===== config.mk =====
export PLATFORM = sky130hd
export DESIGN_NAME = fsps_sequencer
export DESIGN_NICKNAME = d
export VERILOG_FILES = /design/src/rtl/fsps_pkg.sv /design/src/rtl/fsps_latch_bank.sv /design/src/rtl/fsps_sequencer.sv
export VERILOG_INCLUDE_DIRS = /design/src /design/src/rtl
export SDC_FILE = /design/constraint.sdc
export NUM_CORES = 1
export LEC_CHECK = 0
export BUFFER_PORTS_ARGS = -buffer_cell sky130_fd_sc_hd__buf_2
export CELL_PAD_IN_SITES_DETAIL_PLACEMENT = 0
export CELL_PAD_IN_SITES_GLOBAL_PLACEMENT = 2
export CORE_MARGIN = 4
export CORE_UTILIZATION = 32
export DETAILED_ROUTE_END_ITERATION = 8
export PLACE_DENSITY_LB_ADDON = 0.1
export REMOVE_ABC_BUFFERS = 1
export SLEW_MARGIN = 20
export SYNTH_ARGS = -nofsm -noshare
export SYNTH_HDL_FRONTEND = slang
export SYNTH_SLANG_ARGS = --single-unit

===== constraint.sdc =====
create_clock -name clk_sys_in -period 2.1 [get_ports clk_sys_in]
set_input_delay 0.42 -clock clk_sys_in [delete_from_list [all_inputs] [get_ports clk_sys_in]]
set_output_delay 0.42 -clock clk_sys_in [all_outputs]
set_load 0.1 [all_outputs]

===== src/rtl/fsps_defines.svh =====
`ifndef FSPS_DEFINES_SVH
`define FSPS_DEFINES_SVH

// ****************************************************************
// Register byte offsets on the APB.
// ****************************************************************
`define FSPS_OFS_ADDR_LOW 8'h00
`define FSPS_OFS_ADDR_HIGH 8'h04
`define FSPS_OFS_WORD_LOW 8'h08
`define FSPS_OFS_WORD_HIGH 8'h0C
`define FSPS_OFS_CONTROL 8'h10
`define FSPS_OFS_UNLOCK 8'h14

// ****************************************************************
// Control register field positions.
// ****************************************************************
`define FSPS_BIT_CFG_SEL 6
`define FSPS_BIT_LATCH_ONLY 5
`define FSPS_BIT_ERASE_SEL 4
`define FSPS_BIT_FAULT 3
`define FSPS_BIT_PROG_EN 2
`define FSPS_BIT_WRITE_GO 1

// ****************************************************************
// Widths, reset values and keys.
// ****************************************************************
`define FSPS_LATCHES 16
`define FSPS_WORD_W 14
`define FSPS_ROW_W 11
`define FSPS_BLANK_WORD 14'h3FFF
`define FSPS_KEY_FIRST 8'h55
`define FSPS_KEY_SECOND 8'hAA

// ****************************************************************
// Timing.
// ****************************************************************
`define FSPS_CLK_MHZ 200
`define FSPS_ERASE_TIME_NS 2000000
`define FSPS_PROG_TIME_NS 2000000

`endif


===== src/rtl/fsps_pkg.sv =====
package fsps_pkg;

  // Sequencer states, Gray coded along idle, setup, setup, busy, done.
  typedef enum logic [2:0] {
    FSPS_IDLE = 3'h0,
    FSPS_NOP1 = 3'h1,
    FSPS_NOP2 = 3'h3,
    FSPS_BUSY = 3'h2,
    FSPS_DONE = 3'h6
  } fsps_state_t;

  // Progress through the two-byte unlock key.
  typedef enum logic [1:0] {
    FSPS_KEY_NONE = 2'h0,
    FSPS_KEY_HALF = 2'h1,
    FSPS_KEY_OPEN = 2'h3
  } fsps_key_t;

  // Kind of operation launched by the go bit.
  typedef enum logic [1:0] {
    FSPS_OP_LOAD = 2'h0,
    FSPS_OP_PROG = 2'h1,
    FSPS_OP_ERASE = 2'h2
  } fsps_op_t;

endpackage


===== src/rtl/fsps_latch_bank.sv =====
`timescale 1ns/1ps
`include "fsps_defines.svh"

// Bank of write latches holding one row image, all blank after reset or clear.
module fsps_latch_bank (
  input wire logic clk_sys_in,
  input wire logic rst_n_in,
  input wire logic wr_en_in,
  input wire logic [3:0] wr_idx_in,
  input wire logic [`FSPS_WORD_W-1:0] wr_data_in,
  input wire logic clear_in,
  output logic [`FSPS_LATCHES*`FSPS_WORD_W-1:0] latch_flat_out
);

  logic [`FSPS_WORD_W-1:0] latch_r [`FSPS_LATCHES];

  // Clear wins over load; a load lands in the latch chosen by the low address bits.
  always_ff @(posedge clk_sys_in or negedge rst_n_in) begin
    if (!rst_n_in) begin
      for (int i = 0; i < `FSPS_LATCHES; i++) begin
        latch_r[i] <= `FSPS_BLANK_WORD;
      end
    end else if (clear_in) begin
      for (int i = 0; i < `FSPS_LATCHES; i++) begin
        latch_r[i] <= `FSPS_BLANK_WORD;
      end
    end else if (wr_en_in) begin
      latch_r[wr_idx_in] <= wr_data_in;
    end
  end

  // Flatten the bank, latch 0 in the low bits.
  genvar g;
  generate
    for (g = 0; g < `FSPS_LATCHES; g++) begin : g_flat
      assign latch_flat_out[g*`FSPS_WORD_W +: `FSPS_WORD_W] = latch_r[g];
    end
  endgenerate

endmodule


===== src/rtl/fsps_sequencer.sv =====
// What this block does
// - Erase works on whole rows only; any address in the row picks it.
// - Two setup cycles with forced no-ops follow the go write.
// - Row erase stalls the processor about 2 ms while clocks keep running.
// - After erase, execution resumes at the third instruction after go.
// - Programming never erases; software must pre-erase target words.
// - One program writes one or more words, at most one per latch.
// - Upper 11 address bits pick the row; lower 4 pick the latch.
// - Programming never crosses a row; all latches go to that row.
// - Every program or erase completion sets all latches to 0x3FFF.
// - Latch-only set: go loads the addressed latch and writes no flash.
// - Latch-only clear: go loads the latch, then programs all latches.
// - An interrupted key sequence loads no latch and starts no write.
// - Each latch word is taken from the data registers at go.
// - Row program stalls after the two no-ops until the write ends.
// - Software only sets the go bit; hardware clears it on completion.
// - Program enable is clear after reset; nothing runs without it.
// - A reset during program or erase sets the fault flag.
// - The unlock key port is write-only and reads as zero.
`timescale 1ns/1ps
`include "fsps_defines.svh"

module fsps_sequencer #(
  parameter int ERASE_CYCLES = `FSPS_ERASE_TIME_NS * `FSPS_CLK_MHZ / 1000,
  parameter int PROG_CYCLES = `FSPS_PROG_TIME_NS * `FSPS_CLK_MHZ / 1000
) (
  input wire logic clk_sys_in,
  input wire logic rst_n_in,
  input wire logic por_n_in,
  input wire logic psel_in,
  input wire logic penable_in,
  input wire logic pwrite_in,
  input wire logic [7:0] paddr_in,
  input wire logic [31:0] pwdata_in,
  output logic [31:0] prdata_out,
  output logic pready_out,
  output logic pslverr_out,
  output logic cpu_force_nop_out,
  output logic cpu_stall_out,
  output logic flash_erase_start_out,
  output logic flash_prog_start_out,
  output logic flash_busy_out,
  output logic [`FSPS_ROW_W-1:0] flash_row_out,
  output logic [`FSPS_LATCHES*`FSPS_WORD_W-1:0] flash_latch_data_out
);

  // ****************************************************************
  // Declarations.
  // ****************************************************************
  logic [14:0] addr_r;
  logic [`FSPS_WORD_W-1:0] word_r;
  logic cfg_sel_r, latch_only_r, erase_sel_r, prog_en_r, write_go_r, fault_r, op_active_r;
  logic [19:0] timer_r;
  logic acc, wr_acc, go_req, start, done, latch_load;
  fsps_pkg::fsps_key_t key_r;
  fsps_pkg::fsps_op_t op_r, op_nxt;
  fsps_pkg::fsps_state_t state_r, state_nxt;
  logic [31:0] rdata_nxt;
  logic unmapped;

  // ****************************************************************
  // APB slave: one wait cycle, then a registered answer.
  // ****************************************************************

  // The transfer completes on the edge where pready is already high.
  assign acc = psel_in && penable_in && pready_out;
  assign wr_acc = acc && pwrite_in;

  // Read data mux and decode of unmapped offsets.
  always_comb begin
    rdata_nxt = 32'h0000_0000;
    unmapped = 1'b0;
    case (paddr_in)
      `FSPS_OFS_ADDR_LOW: rdata_nxt = {24'h00_0000, addr_r[7:0]};
      `FSPS_OFS_ADDR_HIGH: rdata_nxt = {24'h00_0000, 1'b1, addr_r[14:8]};
      `FSPS_OFS_WORD_LOW: rdata_nxt = {24'h00_0000, word_r[7:0]};
      `FSPS_OFS_WORD_HIGH: rdata_nxt = {26'h000_0000, word_r[13:8]};
      `FSPS_OFS_CONTROL: rdata_nxt = {24'h00_0000, 1'b1, cfg_sel_r, latch_only_r, erase_sel_r,
                                      fault_r, prog_en_r, write_go_r, 1'b0};
      `FSPS_OFS_UNLOCK: rdata_nxt = 32'h0000_0000;
      default: unmapped = 1'b1;
    endcase
  end

  // Ready rises one cycle into the access phase and falls after the transfer.
  always_ff @(posedge clk_sys_in or negedge rst_n_in) begin
    if (!rst_n_in) begin
      pready_out <= 1'b0;
      prdata_out <= 32'h0000_0000;
      pslverr_out <= 1'b0;
    end else if (psel_in && penable_in && !pready_out) begin
      pready_out <= 1'b1;
      prdata_out <= pwrite_in ? 32'h0000_0000 : rdata_nxt;
      pslverr_out <= unmapped;
    end else begin
      pready_out <= 1'b0;
      prdata_out <= 32'h0000_0000;
      pslverr_out <= 1'b0;
    end
  end

  property p_key_reads_zero;
    @(posedge clk_sys_in) disable iff (!rst_n_in)
      psel_in && penable_in && !pwrite_in && !pready_out && paddr_in == `FSPS_OFS_UNLOCK |=>
        pready_out && prdata_out == 32'h0000_0000;
  endproperty
  a_key_reads_zero: assert property (p_key_reads_zero) else $error("unlock port read");

  // ****************************************************************
  // Address and data registers.
  // ****************************************************************

  // Plain software writes; the data pair feeds the latch at go.
  always_ff @(posedge clk_sys_in or negedge rst_n_in) begin
    if (!rst_n_in) begin
      addr_r <= 15'h0000;
      word_r <= 14'h0000;
    end else if (wr_acc) begin
      case (paddr_in)
        `FSPS_OFS_ADDR_LOW: addr_r[7:0] <= pwdata_in[7:0];
        `FSPS_OFS_ADDR_HIGH: addr_r[14:8] <= pwdata_in[6:0];
        `FSPS_OFS_WORD_LOW: word_r[7:0] <= pwdata_in[7:0];
        `FSPS_OFS_WORD_HIGH: word_r[13:8] <= pwdata_in[5:0];
        default: ;
      endcase
    end
  end

  // ****************************************************************
  // Unlock key recognition.
  // ****************************************************************

  // 55h then AAh on back-to-back accesses opens the lock for the next access only.
  always_ff @(posedge clk_sys_in or negedge rst_n_in) begin
    if (!rst_n_in) begin
      key_r <= fsps_pkg::FSPS_KEY_NONE;
    end else if (acc) begin
      if (pwrite_in && paddr_in == `FSPS_OFS_UNLOCK &&
          pwdata_in[7:0] == `FSPS_KEY_FIRST) begin
        key_r <= fsps_pkg::FSPS_KEY_HALF;
      end else if (pwrite_in && paddr_in == `FSPS_OFS_UNLOCK &&
                   pwdata_in[7:0] == `FSPS_KEY_SECOND && key_r == fsps_pkg::FSPS_KEY_HALF) begin
        key_r <= fsps_pkg::FSPS_KEY_OPEN;
      end else begin
        key_r <= fsps_pkg::FSPS_KEY_NONE;
      end
    end
  end

  // ****************************************************************
  // Go decode and launch.
  // ****************************************************************

  // Go starts only when unlocked, enabled, idle and aimed at program flash.
  assign go_req = wr_acc && paddr_in == `FSPS_OFS_CONTROL && pwdata_in[`FSPS_BIT_WRITE_GO];
  assign start = go_req && key_r == fsps_pkg::FSPS_KEY_OPEN &&
                 pwdata_in[`FSPS_BIT_PROG_EN] && !pwdata_in[`FSPS_BIT_CFG_SEL] &&
                 state_r == fsps_pkg::FSPS_IDLE;
  assign done = state_r == fsps_pkg::FSPS_DONE;

  // Operation kind follows erase select first, then latch-only.
  always_comb begin
    if (pwdata_in[`FSPS_BIT_ERASE_SEL]) begin
      op_nxt = fsps_pkg::FSPS_OP_ERASE;
    end else if (pwdata_in[`FSPS_BIT_LATCH_ONLY]) begin
      op_nxt = fsps_pkg::FSPS_OP_LOAD;
    end else begin
      op_nxt = fsps_pkg::FSPS_OP_PROG;
    end
  end

  // Erase leaves the latches alone; load and program both take the data pair now.
  assign latch_load = start && op_nxt != fsps_pkg::FSPS_OP_ERASE;

  property p_go_needs_key;
    @(posedge clk_sys_in) disable iff (!rst_n_in)
      go_req && key_r != fsps_pkg::FSPS_KEY_OPEN && state_r == fsps_pkg::FSPS_IDLE |=>
        state_r == fsps_pkg::FSPS_IDLE && !write_go_r;
  endproperty
  a_go_needs_key: assert property (p_go_needs_key) else $error("go taken without key");

  // ****************************************************************
  // Control register.
  // ****************************************************************

  // Go is set-only; hardware clears go when the operation ends, and erase select when an erase ends.
  always_ff @(posedge clk_sys_in or negedge rst_n_in) begin
    if (!rst_n_in) begin
      cfg_sel_r <= 1'b0;
      latch_only_r <= 1'b0;
      erase_sel_r <= 1'b0;
      prog_en_r <= 1'b0;
      write_go_r <= 1'b0;
      op_r <= fsps_pkg::FSPS_OP_LOAD;
    end else begin
      if (wr_acc && paddr_in == `FSPS_OFS_CONTROL) begin
        cfg_sel_r <= pwdata_in[`FSPS_BIT_CFG_SEL];
        latch_only_r <= pwdata_in[`FSPS_BIT_LATCH_ONLY];
        erase_sel_r <= pwdata_in[`FSPS_BIT_ERASE_SEL];
        prog_en_r <= pwdata_in[`FSPS_BIT_PROG_EN];
      end else if (done && op_r == fsps_pkg::FSPS_OP_ERASE) begin
        erase_sel_r <= 1'b0;
      end
      if (start) begin
        write_go_r <= 1'b1;
        op_r <= op_nxt;
      end else if (done) begin
        write_go_r <= 1'b0;
      end
    end
  end

  property p_go_clear;
    @(posedge clk_sys_in) disable iff (!rst_n_in)
      $fell(write_go_r) |-> $past(state_r) == fsps_pkg::FSPS_DONE;
  endproperty
  a_go_clear: assert property (p_go_clear) else $error("go cleared early");
  property p_erase_clears_sel;
    @(posedge clk_sys_in) disable iff (!rst_n_in)
      done && op_r == fsps_pkg::FSPS_OP_ERASE |=> !erase_sel_r && !write_go_r;
  endproperty
  a_erase_clears_sel: assert property (p_erase_clears_sel) else $error("erase bit kept");
  property p_enable_gate;
    @(posedge clk_sys_in) disable iff (!rst_n_in)
      (flash_erase_start_out || flash_prog_start_out) |-> $past(prog_en_r, 2);
  endproperty
  a_enable_gate: assert property (p_enable_gate) else $error("write without enable");

  // ****************************************************************
  // Fault flag, kept across device resets.
  // ****************************************************************

  // An operation still marked active while the sequencer sits idle was cut by reset.
  always_ff @(posedge clk_sys_in or negedge por_n_in) begin
    if (!por_n_in) begin
      op_active_r <= 1'b0;
      fault_r <= 1'b0;
    end else begin
      if (state_r == fsps_pkg::FSPS_BUSY) begin
        op_active_r <= 1'b1;
      end else if (state_r == fsps_pkg::FSPS_IDLE || done) begin
        op_active_r <= 1'b0;
      end
      if ((op_active_r && state_r == fsps_pkg::FSPS_IDLE) || (go_req && !start)) begin
        fault_r <= 1'b1;
      end else if (wr_acc && paddr_in == `FSPS_OFS_CONTROL && !pwdata_in[`FSPS_BIT_FAULT]) begin
        fault_r <= 1'b0;
      end
    end
  end

  // ****************************************************************
  // Sequencer state machine.
  // ****************************************************************

  // Two forced no-op cycles, then a timed stall for erase or program only.
  always_comb begin
    case (state_r)
      fsps_pkg::FSPS_IDLE: state_nxt = start ? fsps_pkg::FSPS_NOP1 : fsps_pkg::FSPS_IDLE;
      fsps_pkg::FSPS_NOP1: state_nxt = fsps_pkg::FSPS_NOP2;
      fsps_pkg::FSPS_NOP2: state_nxt = (op_r == fsps_pkg::FSPS_OP_LOAD) ?
                                       fsps_pkg::FSPS_DONE : fsps_pkg::FSPS_BUSY;
      fsps_pkg::FSPS_BUSY: state_nxt = (timer_r == 20'h0_0000) ?
                                       fsps_pkg::FSPS_DONE : fsps_pkg::FSPS_BUSY;
      fsps_pkg::FSPS_DONE: state_nxt = fsps_pkg::FSPS_IDLE;
      default: state_nxt = fsps_pkg::FSPS_IDLE;
    endcase
  end

  // State register with the processor-facing outputs registered from the next state.
  always_ff @(posedge clk_sys_in or negedge rst_n_in) begin
    if (!rst_n_in) begin
      state_r <= fsps_pkg::FSPS_IDLE;
      cpu_force_nop_out <= 1'b0;
      cpu_stall_out <= 1'b0;
      flash_busy_out <= 1'b0;
    end else begin
      state_r <= state_nxt;
      cpu_force_nop_out <= state_nxt == fsps_pkg::FSPS_NOP1 ||
                           state_nxt == fsps_pkg::FSPS_NOP2;
      cpu_stall_out <= state_nxt == fsps_pkg::FSPS_BUSY;
      flash_busy_out <= state_nxt == fsps_pkg::FSPS_BUSY;
    end
  end

  property p_two_nops;
    @(posedge clk_sys_in) disable iff (!rst_n_in)
      start |=> cpu_force_nop_out [*2] ##1 !cpu_force_nop_out;
  endproperty
  a_two_nops: assert property (p_two_nops) else $error("no-op window not two cycles");
  property p_load_no_stall;
    @(posedge clk_sys_in) disable iff (!rst_n_in)
      start && op_nxt == fsps_pkg::FSPS_OP_LOAD |-> ##1 !cpu_stall_out [*4];
  endproperty
  a_load_no_stall: assert property (p_load_no_stall) else $error("latch load stalled");
  property p_prog_stalls;
    @(posedge clk_sys_in) disable iff (!rst_n_in)
      start && op_nxt != fsps_pkg::FSPS_OP_LOAD |-> ##3 cpu_stall_out && !cpu_force_nop_out;
  endproperty
  a_prog_stalls: assert property (p_prog_stalls) else $error("no stall after no-ops");

  // Self-timed write or erase duration, loaded as the stall begins.
  always_ff @(posedge clk_sys_in or negedge rst_n_in) begin
    if (!rst_n_in) begin
      timer_r <= 20'h0_0000;
    end else if (state_r == fsps_pkg::FSPS_NOP2) begin
      timer_r <= (op_r == fsps_pkg::FSPS_OP_ERASE) ? 20'(ERASE_CYCLES - 1) :
                 20'(PROG_CYCLES - 1);
    end else if (state_r == fsps_pkg::FSPS_BUSY && timer_r != 20'h0_0000) begin
      timer_r <= timer_r - 20'h0_0001;
    end
  end

  // ****************************************************************
  // Flash array side.
  // ****************************************************************

  // One start pulse per program or erase, none for a latch-only load; the row comes from the upper address bits only.
  always_ff @(posedge clk_sys_in or negedge rst_n_in) begin
    if (!rst_n_in) begin
      flash_erase_start_out <= 1'b0;
      flash_prog_start_out <= 1'b0;
      flash_row_out <= 11'h000;
    end else begin
      flash_erase_start_out <= state_r == fsps_pkg::FSPS_NOP2 &&
                               op_r == fsps_pkg::FSPS_OP_ERASE;
      flash_prog_start_out <= state_r == fsps_pkg::FSPS_NOP2 &&
                              op_r == fsps_pkg::FSPS_OP_PROG;
      if (start) begin
        flash_row_out <= addr_r[14:4];
      end
    end
  end

  property p_row_steady;
    @(posedge clk_sys_in) disable iff (!rst_n_in)
      state_r == fsps_pkg::FSPS_BUSY |-> $stable(flash_row_out);
  endproperty
  a_row_steady: assert property (p_row_steady) else $error("row moved in busy");

  // Latch bank: loads at go, blanked when program or erase completes.
  fsps_latch_bank u_latch_bank (
    .clk_sys_in(clk_sys_in),
    .rst_n_in(rst_n_in),
    .wr_en_in(latch_load),
    .wr_idx_in(addr_r[3:0]),
    .wr_data_in(word_r),
    .clear_in(done && op_r != fsps_pkg::FSPS_OP_LOAD),
    .latch_flat_out(flash_latch_data_out)
  );

  property p_blank_after;
    @(posedge clk_sys_in) disable iff (!rst_n_in)
      done && op_r != fsps_pkg::FSPS_OP_LOAD |=>
        flash_latch_data_out == {`FSPS_LATCHES{`FSPS_BLANK_WORD}};
  endproperty
  a_blank_after: assert property (p_blank_after) else $error("latches not blank");

endmodule

# Yosys cells after proc, flatten, opt, wreduce, memory -nomap -nowiden
# Cells that the tools add are included.
[classes]
mux = 29
eq_ne = 19
n_reduce_logical = 48
bitwise_logic = 1
add_sub_neg = 1
order_cmp = 2
[ops]
columns = ["cell", "count"]
rows = [
  ["$mux 224", 2],
  ["$bwmux 224", 1],
  ["$mux 32", 2],
  ["$demux 14 s4", 1],
  ["$mux 20", 2],
  ["$pmux 8 s5", 1],
  ["$logic_and 1x1->1", 24],
  ["$logic_not 20->1", 1],
  ["$reduce_bool 20->1", 1],
  ["$sub 20x1->20 const B", 1],
  ["$eq 8x4->1 const B", 2],
  ["$eq 8x5->1 const B", 2],
  ["$mux 14", 1],
  ["$reduce_bool 2->1", 7],
  ["$mux 1", 13],
  ["$eq 3x2->1 const B", 4],
  ["$pmux 3 s4", 1],
  ["$eq 8x3->1 const B", 1],
  ["$eq 8x7->1 const B", 1],
  ["$eq 8x8->1 const B", 1],
  ["$logic_not 8->1", 1],
  ["$reduce_and 2->1", 4],
  ["$eq 3x1->1 const B", 2],
  ["$mux 2", 3],
  ["13 further kinds", 21],
]
[totals]
elab_cells = 139
out_inout_bits = 274
register_bits = 336
inputBits = 46

# Longest topological paths before layout
[logic_depth]
ltp_word = 13
mapped_depth = 9
depth_no_buf = 7

# By module
# Synthesis repeated with hierarchy kept, for this count alone.
[unflattened]
hier_cells = 1198
hier_area_um2 = 13964.6
[by_module_without_submodules]
columns = ["module", "area_each_um2", "seq_area_each_um2", "instances", "cells_each"]
rows = [
  ["fsps_latch_bank", 9585.4, 5885.6, 1, 834],
  ["fsps_sequencer", 4379.2, 2202.1, 1, 364],
]

# Least setup slack after synthesis
# OpenSTA, ideal clock, no wires.
[synth_timing]
path_type = "register -> register"
startpoint = "reg pready_out"
endpoint = "reg u_latch_bank.latch_r (netlist bit u_latch_bank.latch_flat_out[101])"
t_required_ps = 2010
path_stages_with_launch = 8
synth_period_minus_slack_ps = 2622
setup_slack_ps = -522
arrival_time_ps = 2532
path_buffers = 2
path_cell_list = "dfrtp_1 > nand3_1 > nor4_4 > buf_2 > nand3_2 > buf_2 > mux2i_1 > nand2_1"
[synth_between]
elab_chain_len = 10
[synth_lines]
columns = ["element", "line_no", "source"]
rows = [
  ["start: declaration", "fsps_sequencer.sv:36", "output logic pready_out,"],
  ["start signal: assignment", "fsps_sequencer.sv:88", "pready_out <= 1'b0;"],
  ["start signal: assignment", "fsps_sequencer.sv:92", "pready_out <= 1'b1;"],
  ["start signal: assignment", "fsps_sequencer.sv:96", "pready_out <= 1'b0;"],
  ["$logic_and 1x1->1", "fsps_sequencer.sv:66", "assign acc = psel_in && penable_in && pready_out;"],
  ["$logic_and 1x1->1", "fsps_sequencer.sv:67", "assign wr_acc = acc && pwrite_in;"],
  ["$logic_and 1x1->1 (no line)", "--", ""],
  ["$logic_and 1x1->1", "fsps_sequencer.sv:155", "assign go_req = wr_acc && paddr_in == `FSPS_OFS_CONTROL && pwdata_in[`FSPS_BIT_WRITE_GO];"],
  ["$logic_and 1x1->1 (4 in series)", "fsps_sequencer.sv:156", "assign start = go_req && key_r == fsps_pkg::FSPS_KEY_OPEN &&"],
  ["$logic_and 1x1->1", "fsps_sequencer.sv:173", "assign latch_load = start && op_nxt != fsps_pkg::FSPS_OP_ERASE;"],
  ["$reduce_bool 2->1 (no line)", "--", ""],
  ["end signal: indexed assignment", "fsps_latch_bank.sv:21", "latch_r[i] <= `FSPS_BLANK_WORD;"],
  ["end signal: indexed assignment", "fsps_latch_bank.sv:25", "latch_r[i] <= `FSPS_BLANK_WORD;"],
  ["end signal: indexed assignment", "fsps_latch_bank.sv:28", "latch_r[wr_idx_in] <= wr_data_in;"],
  ["end: declaration", "fsps_latch_bank.sv:15", "logic [`FSPS_WORD_W-1:0] latch_r [`FSPS_LATCHES];"],
]
# No other way between the ends.
# A chain may end at the register's enable or synchronous reset.

# Final worst setup path
[layout_timing]
startpoint = "reg state_r[0]"
endpoint = "reg u_latch_bank.latch_r (netlist bit u_latch_bank.latch_flat_out[21])"
[layout_between]
elab_chain_len = 4
word_cells_on_any_way = 7
classes_between = "eq/ne (1); mux (1); reduce/logical (5)"
[layout_lines]
columns = ["element", "line_no", "source"]
rows = [
  ["start: declaration", "fsps_sequencer.sv:57", "fsps_pkg::fsps_state_t state_r, state_nxt;"],
  ["start signal: assignment", "fsps_sequencer.sv:273", "state_r <= fsps_pkg::FSPS_IDLE;"],
  ["start signal: assignment", "fsps_sequencer.sv:278", "state_r <= state_nxt;"],
  ["$logic_not 3->1", "fsps_sequencer.sv:158", "state_r == fsps_pkg::FSPS_IDLE;"],
  ["$logic_and 1x1->1", "fsps_sequencer.sv:156", ""],
  ["$logic_and 1x1->1", "fsps_sequencer.sv:173", ""],
  ["$reduce_bool 2->1 (no line)", "--", ""],
]
# Parallel ways exist; a longest one is shown, timed or not.

==> flow_summary.ini <==
[outcome]
status = completed

[yosys]
seq_area_frac_synth_pct = 57.97
yosys.area_share.simple_pct = 13.94
muxShareOfSynthArea_pct = 21.12
postSynthCellCount = 1183
synth_xor_area_share_pct = 0.3139
synth_area_mm2 = 0.01395
synth_edf_count = 0
avgSynthCellArea_um2 = 11.79
synth_top_family_by_area = multiplexers
yosys.area_share.adder_pct = 0.1794
ys_ff_latch = 312
ys_types = 59
async_flop_share_pct = 100.0
synth_compound_area_share_pct = 1.973
synth_top_flop_cell = dfstp_2
yosysWarnings = 0

[floorplan]
initial_utilization_pct = 32.39
die_y_um = 216.8
core_area_mm2 = 0.04308
die_w_um = 216.8
io_pins = 320
row_count = 76
die-area_mm2 = 0.04700

[critical_path]
critPathKind = reg -> reg
reg2reg_to = u_latch_bank.latch_flat_out[21]
crit_path_end = u_latch_bank.latch_flat_out[21]
r2r-start = state_r[0]
reg2regPathDepth = 7
reg2reg_slack_ps = 40
cp.required_ps = 2540
path_max_fanout = 16
cp.arrival_ps = 2500
worstSetupStartpointType = flop
crit_path_start = state_r[0]
end_kind = flop

[power]
seq_power_share_pct = 47.0
peakVddDrop_mv = 0.4663
p_clk_share_pct = 49.1
switching_share_pct = 23.08
p_int_uw = 9885
combPwrFrac_pct = 3.8
p_switching_uw = 2966
p_leak_uw = 0.009111
cellPowerDensity_mw_per_mm2 = 711.1
total_power_uw = 12850

[flow_run]
maxCapViolations = 0

[route]
vias_per_cell = 4.630
drt_pass1_iterations = 5
first_iter_violations = 584
final_antenna_net_count = 0
vias = 9834
drt_wl_total_mm = 44.12
wire_per_inst_um = 20.77
drcViolationCount = 0

[cells_and_area]
fillers = 4225
instances_no_fill = 2124
syn2layout_area_growth_pct = 29.54
layout_common_cells = nand2_1, buf_2, mux2i_1
num-nets-final = 1558
n_antenna_cell = 0
drive_above_1_share_pct = 49.51

[clock_network]
cts_made_buffers = 38
cts_tree = yes
htree_num_levels = 2
clockBufferDepth = 3
clkLatencyLatePin_ps = 540
clkTransAtPathRegs_ps = 60
cts_root_buf = clkbuf_16
clkSinkCount = 312

[sta]
period_minus_slack_ps = 2056
slew_headroom_pct = 61.62
rsz0062_at_grt = yes
finalHoldViolCount = 0
max_freq_mhz = 486.3
setup_viol = 0
finClkSkew_ps = 13.55
holdWs_ps = 28.41
drv_slew = 0
worst_slew_pin_slew_ps = 575.7
setup_ws_ps = 43.69
finalCritPeriodShare_pct = 97.92

[min_path]
hold_class = in -> async

[grt]
antenna_found_initial = 0
grt_pass1_vias = 10070
grt_first_pass_wirelength_mm = 66.56
grt_usage_pct = 18.44
grt_max_degree = 78
grt_overflow_total = 0

[placement]
port_buffers = 271
place_inst = 2050
hpwl_mm = 29.42
gp_congestion = 0.7803
pre_cts_ws_ps = -316.7
## synth_stat cells, types with 3 or more instances
cell / n / area, µm²
nor3_1: 18 / 90.09
nor2b_1: 3 / 18.77
nor4_1: 14 / 87.58
buf_1: 5 / 18.77
o31ai_1: 3 / 22.52
mux2_4: 6 / 90.09
mux2i_1: 237 / 2372
or3_1: 3 / 18.77
o21ai_0: 15 / 75.07
clkbuf_1: 65 / 244.0
buf_6: 3 / 33.78
or4_1: 4 / 30.03
dfstp_2: 224 / 5886
nor2_1: 31 / 116.4
buf_2: 19 / 95.09
xnor2_1: 5 / 43.79
nand3_2: 16 / 160.2
nand4b_1: 3 / 26.28
and2_1: 3 / 18.77
dfrtp_1: 88 / 2202
buf_4: 29 / 217.7
nand2_1: 270 / 1013
mux2_2: 43 / 484.2
nand3_1: 6 / 30.03
a21oi_1: 3 / 15.01
nor4b_1: 4 / 35.03
nand2b_1: 10 / 62.56
a22oi_1: 7 / 52.55
inv_1: 4 / 15.01
## worst min path at each step
stage                         from                               end  slack, ps
final                     rst_n_in  u_latch_bank.latch_flat_out[176]         30
after floorplan           rst_n_in                         addr_r[0]        120
after detailed placement  por_n_in                       op_active_r        240
after global placement    por_n_in                       op_active_r        230
after global routing      rst_n_in  u_latch_bank.latch_flat_out[179]         40
after CTS                 rst_n_in  u_latch_bank.latch_flat_out[185]          7
## sequential cells by signal (all words and copies together), names as in the netlist, 2 cells and up
register                     cells
addr_r                          15
flash_row_out                   11
key_r                            2
op_r                             2
prdata_out                       8
state_r                          3
timer_r                         20
u_latch_bank.latch_flat_out    224
word_r                          14
## logic make-up after synthesis
family / count (synthesis)
xor+xnor: 5
buf+inv: 125
mux: 286
fa+ha+maj: 2
flops: 312
simple gates: 411
compound gates: 41
other cells: 1
## power by group through the flow
stage               Sequential (µW)  Clock (µW)  Combinational, µW
floorplan                      6150           0                222
global placement               6130           0                498
detailed placement             6140           0                496
CTS                            6040        6550                501
global route                   6040        6810                530
finish                         6050        6320                491
## routing by layer
layer | routed length (µm) | global-route usage (%)
met5 | 0 | 0
met4 | 782 | 4.395
met3 | 1924 | 2.960
met2 | 20980 | 29.59
met1 | 20430 | 26.31
## timing repair
item	CTS	global route
endpoints found under the setup margin	157	132
setup buffers	2	2
resized for setup	14	15
hold endpoints to repair	2	0
hold buffers	1	0
pin swaps	0	2
## layout make-up
type                            count  area [µm²]  area share (%)
Clock inverter                     10       55.05          0.3046
Tap cell                          585       732.0           4.050
Clock buffer                       59        1151           6.369
Timing Repair Buffer              385        2565           14.19
Inverter                            4       15.01         0.08307
Multi-Input combinational cell    769        5466           30.25
Sequential cell                   312        8089           44.76
## stage by stage
stage / instance area [µm²] / setup TNS [ps] / utilization [%]
final: 18070 / 0 / 41.96
after global routing: 18070 / -903.1 / 41.96
after CTS: 17970 / -10.77 / 41.72
after detailed placement: 16680 / -45460 / 38.72
after global placement: 16680 / -50100 / 38.72
after floorplan: 13430 / -340500 / -
## critical path, cell delays in order (launching register included)
cell,delay [ps]
dfrtp_2,410
or4_4,540
buf_8,180
nor4_2,280
nand3_2,140
buf_12,180
mux2i_1,150
nand2_1,70
Note: power is estimated with default switching activity, not from simulation.
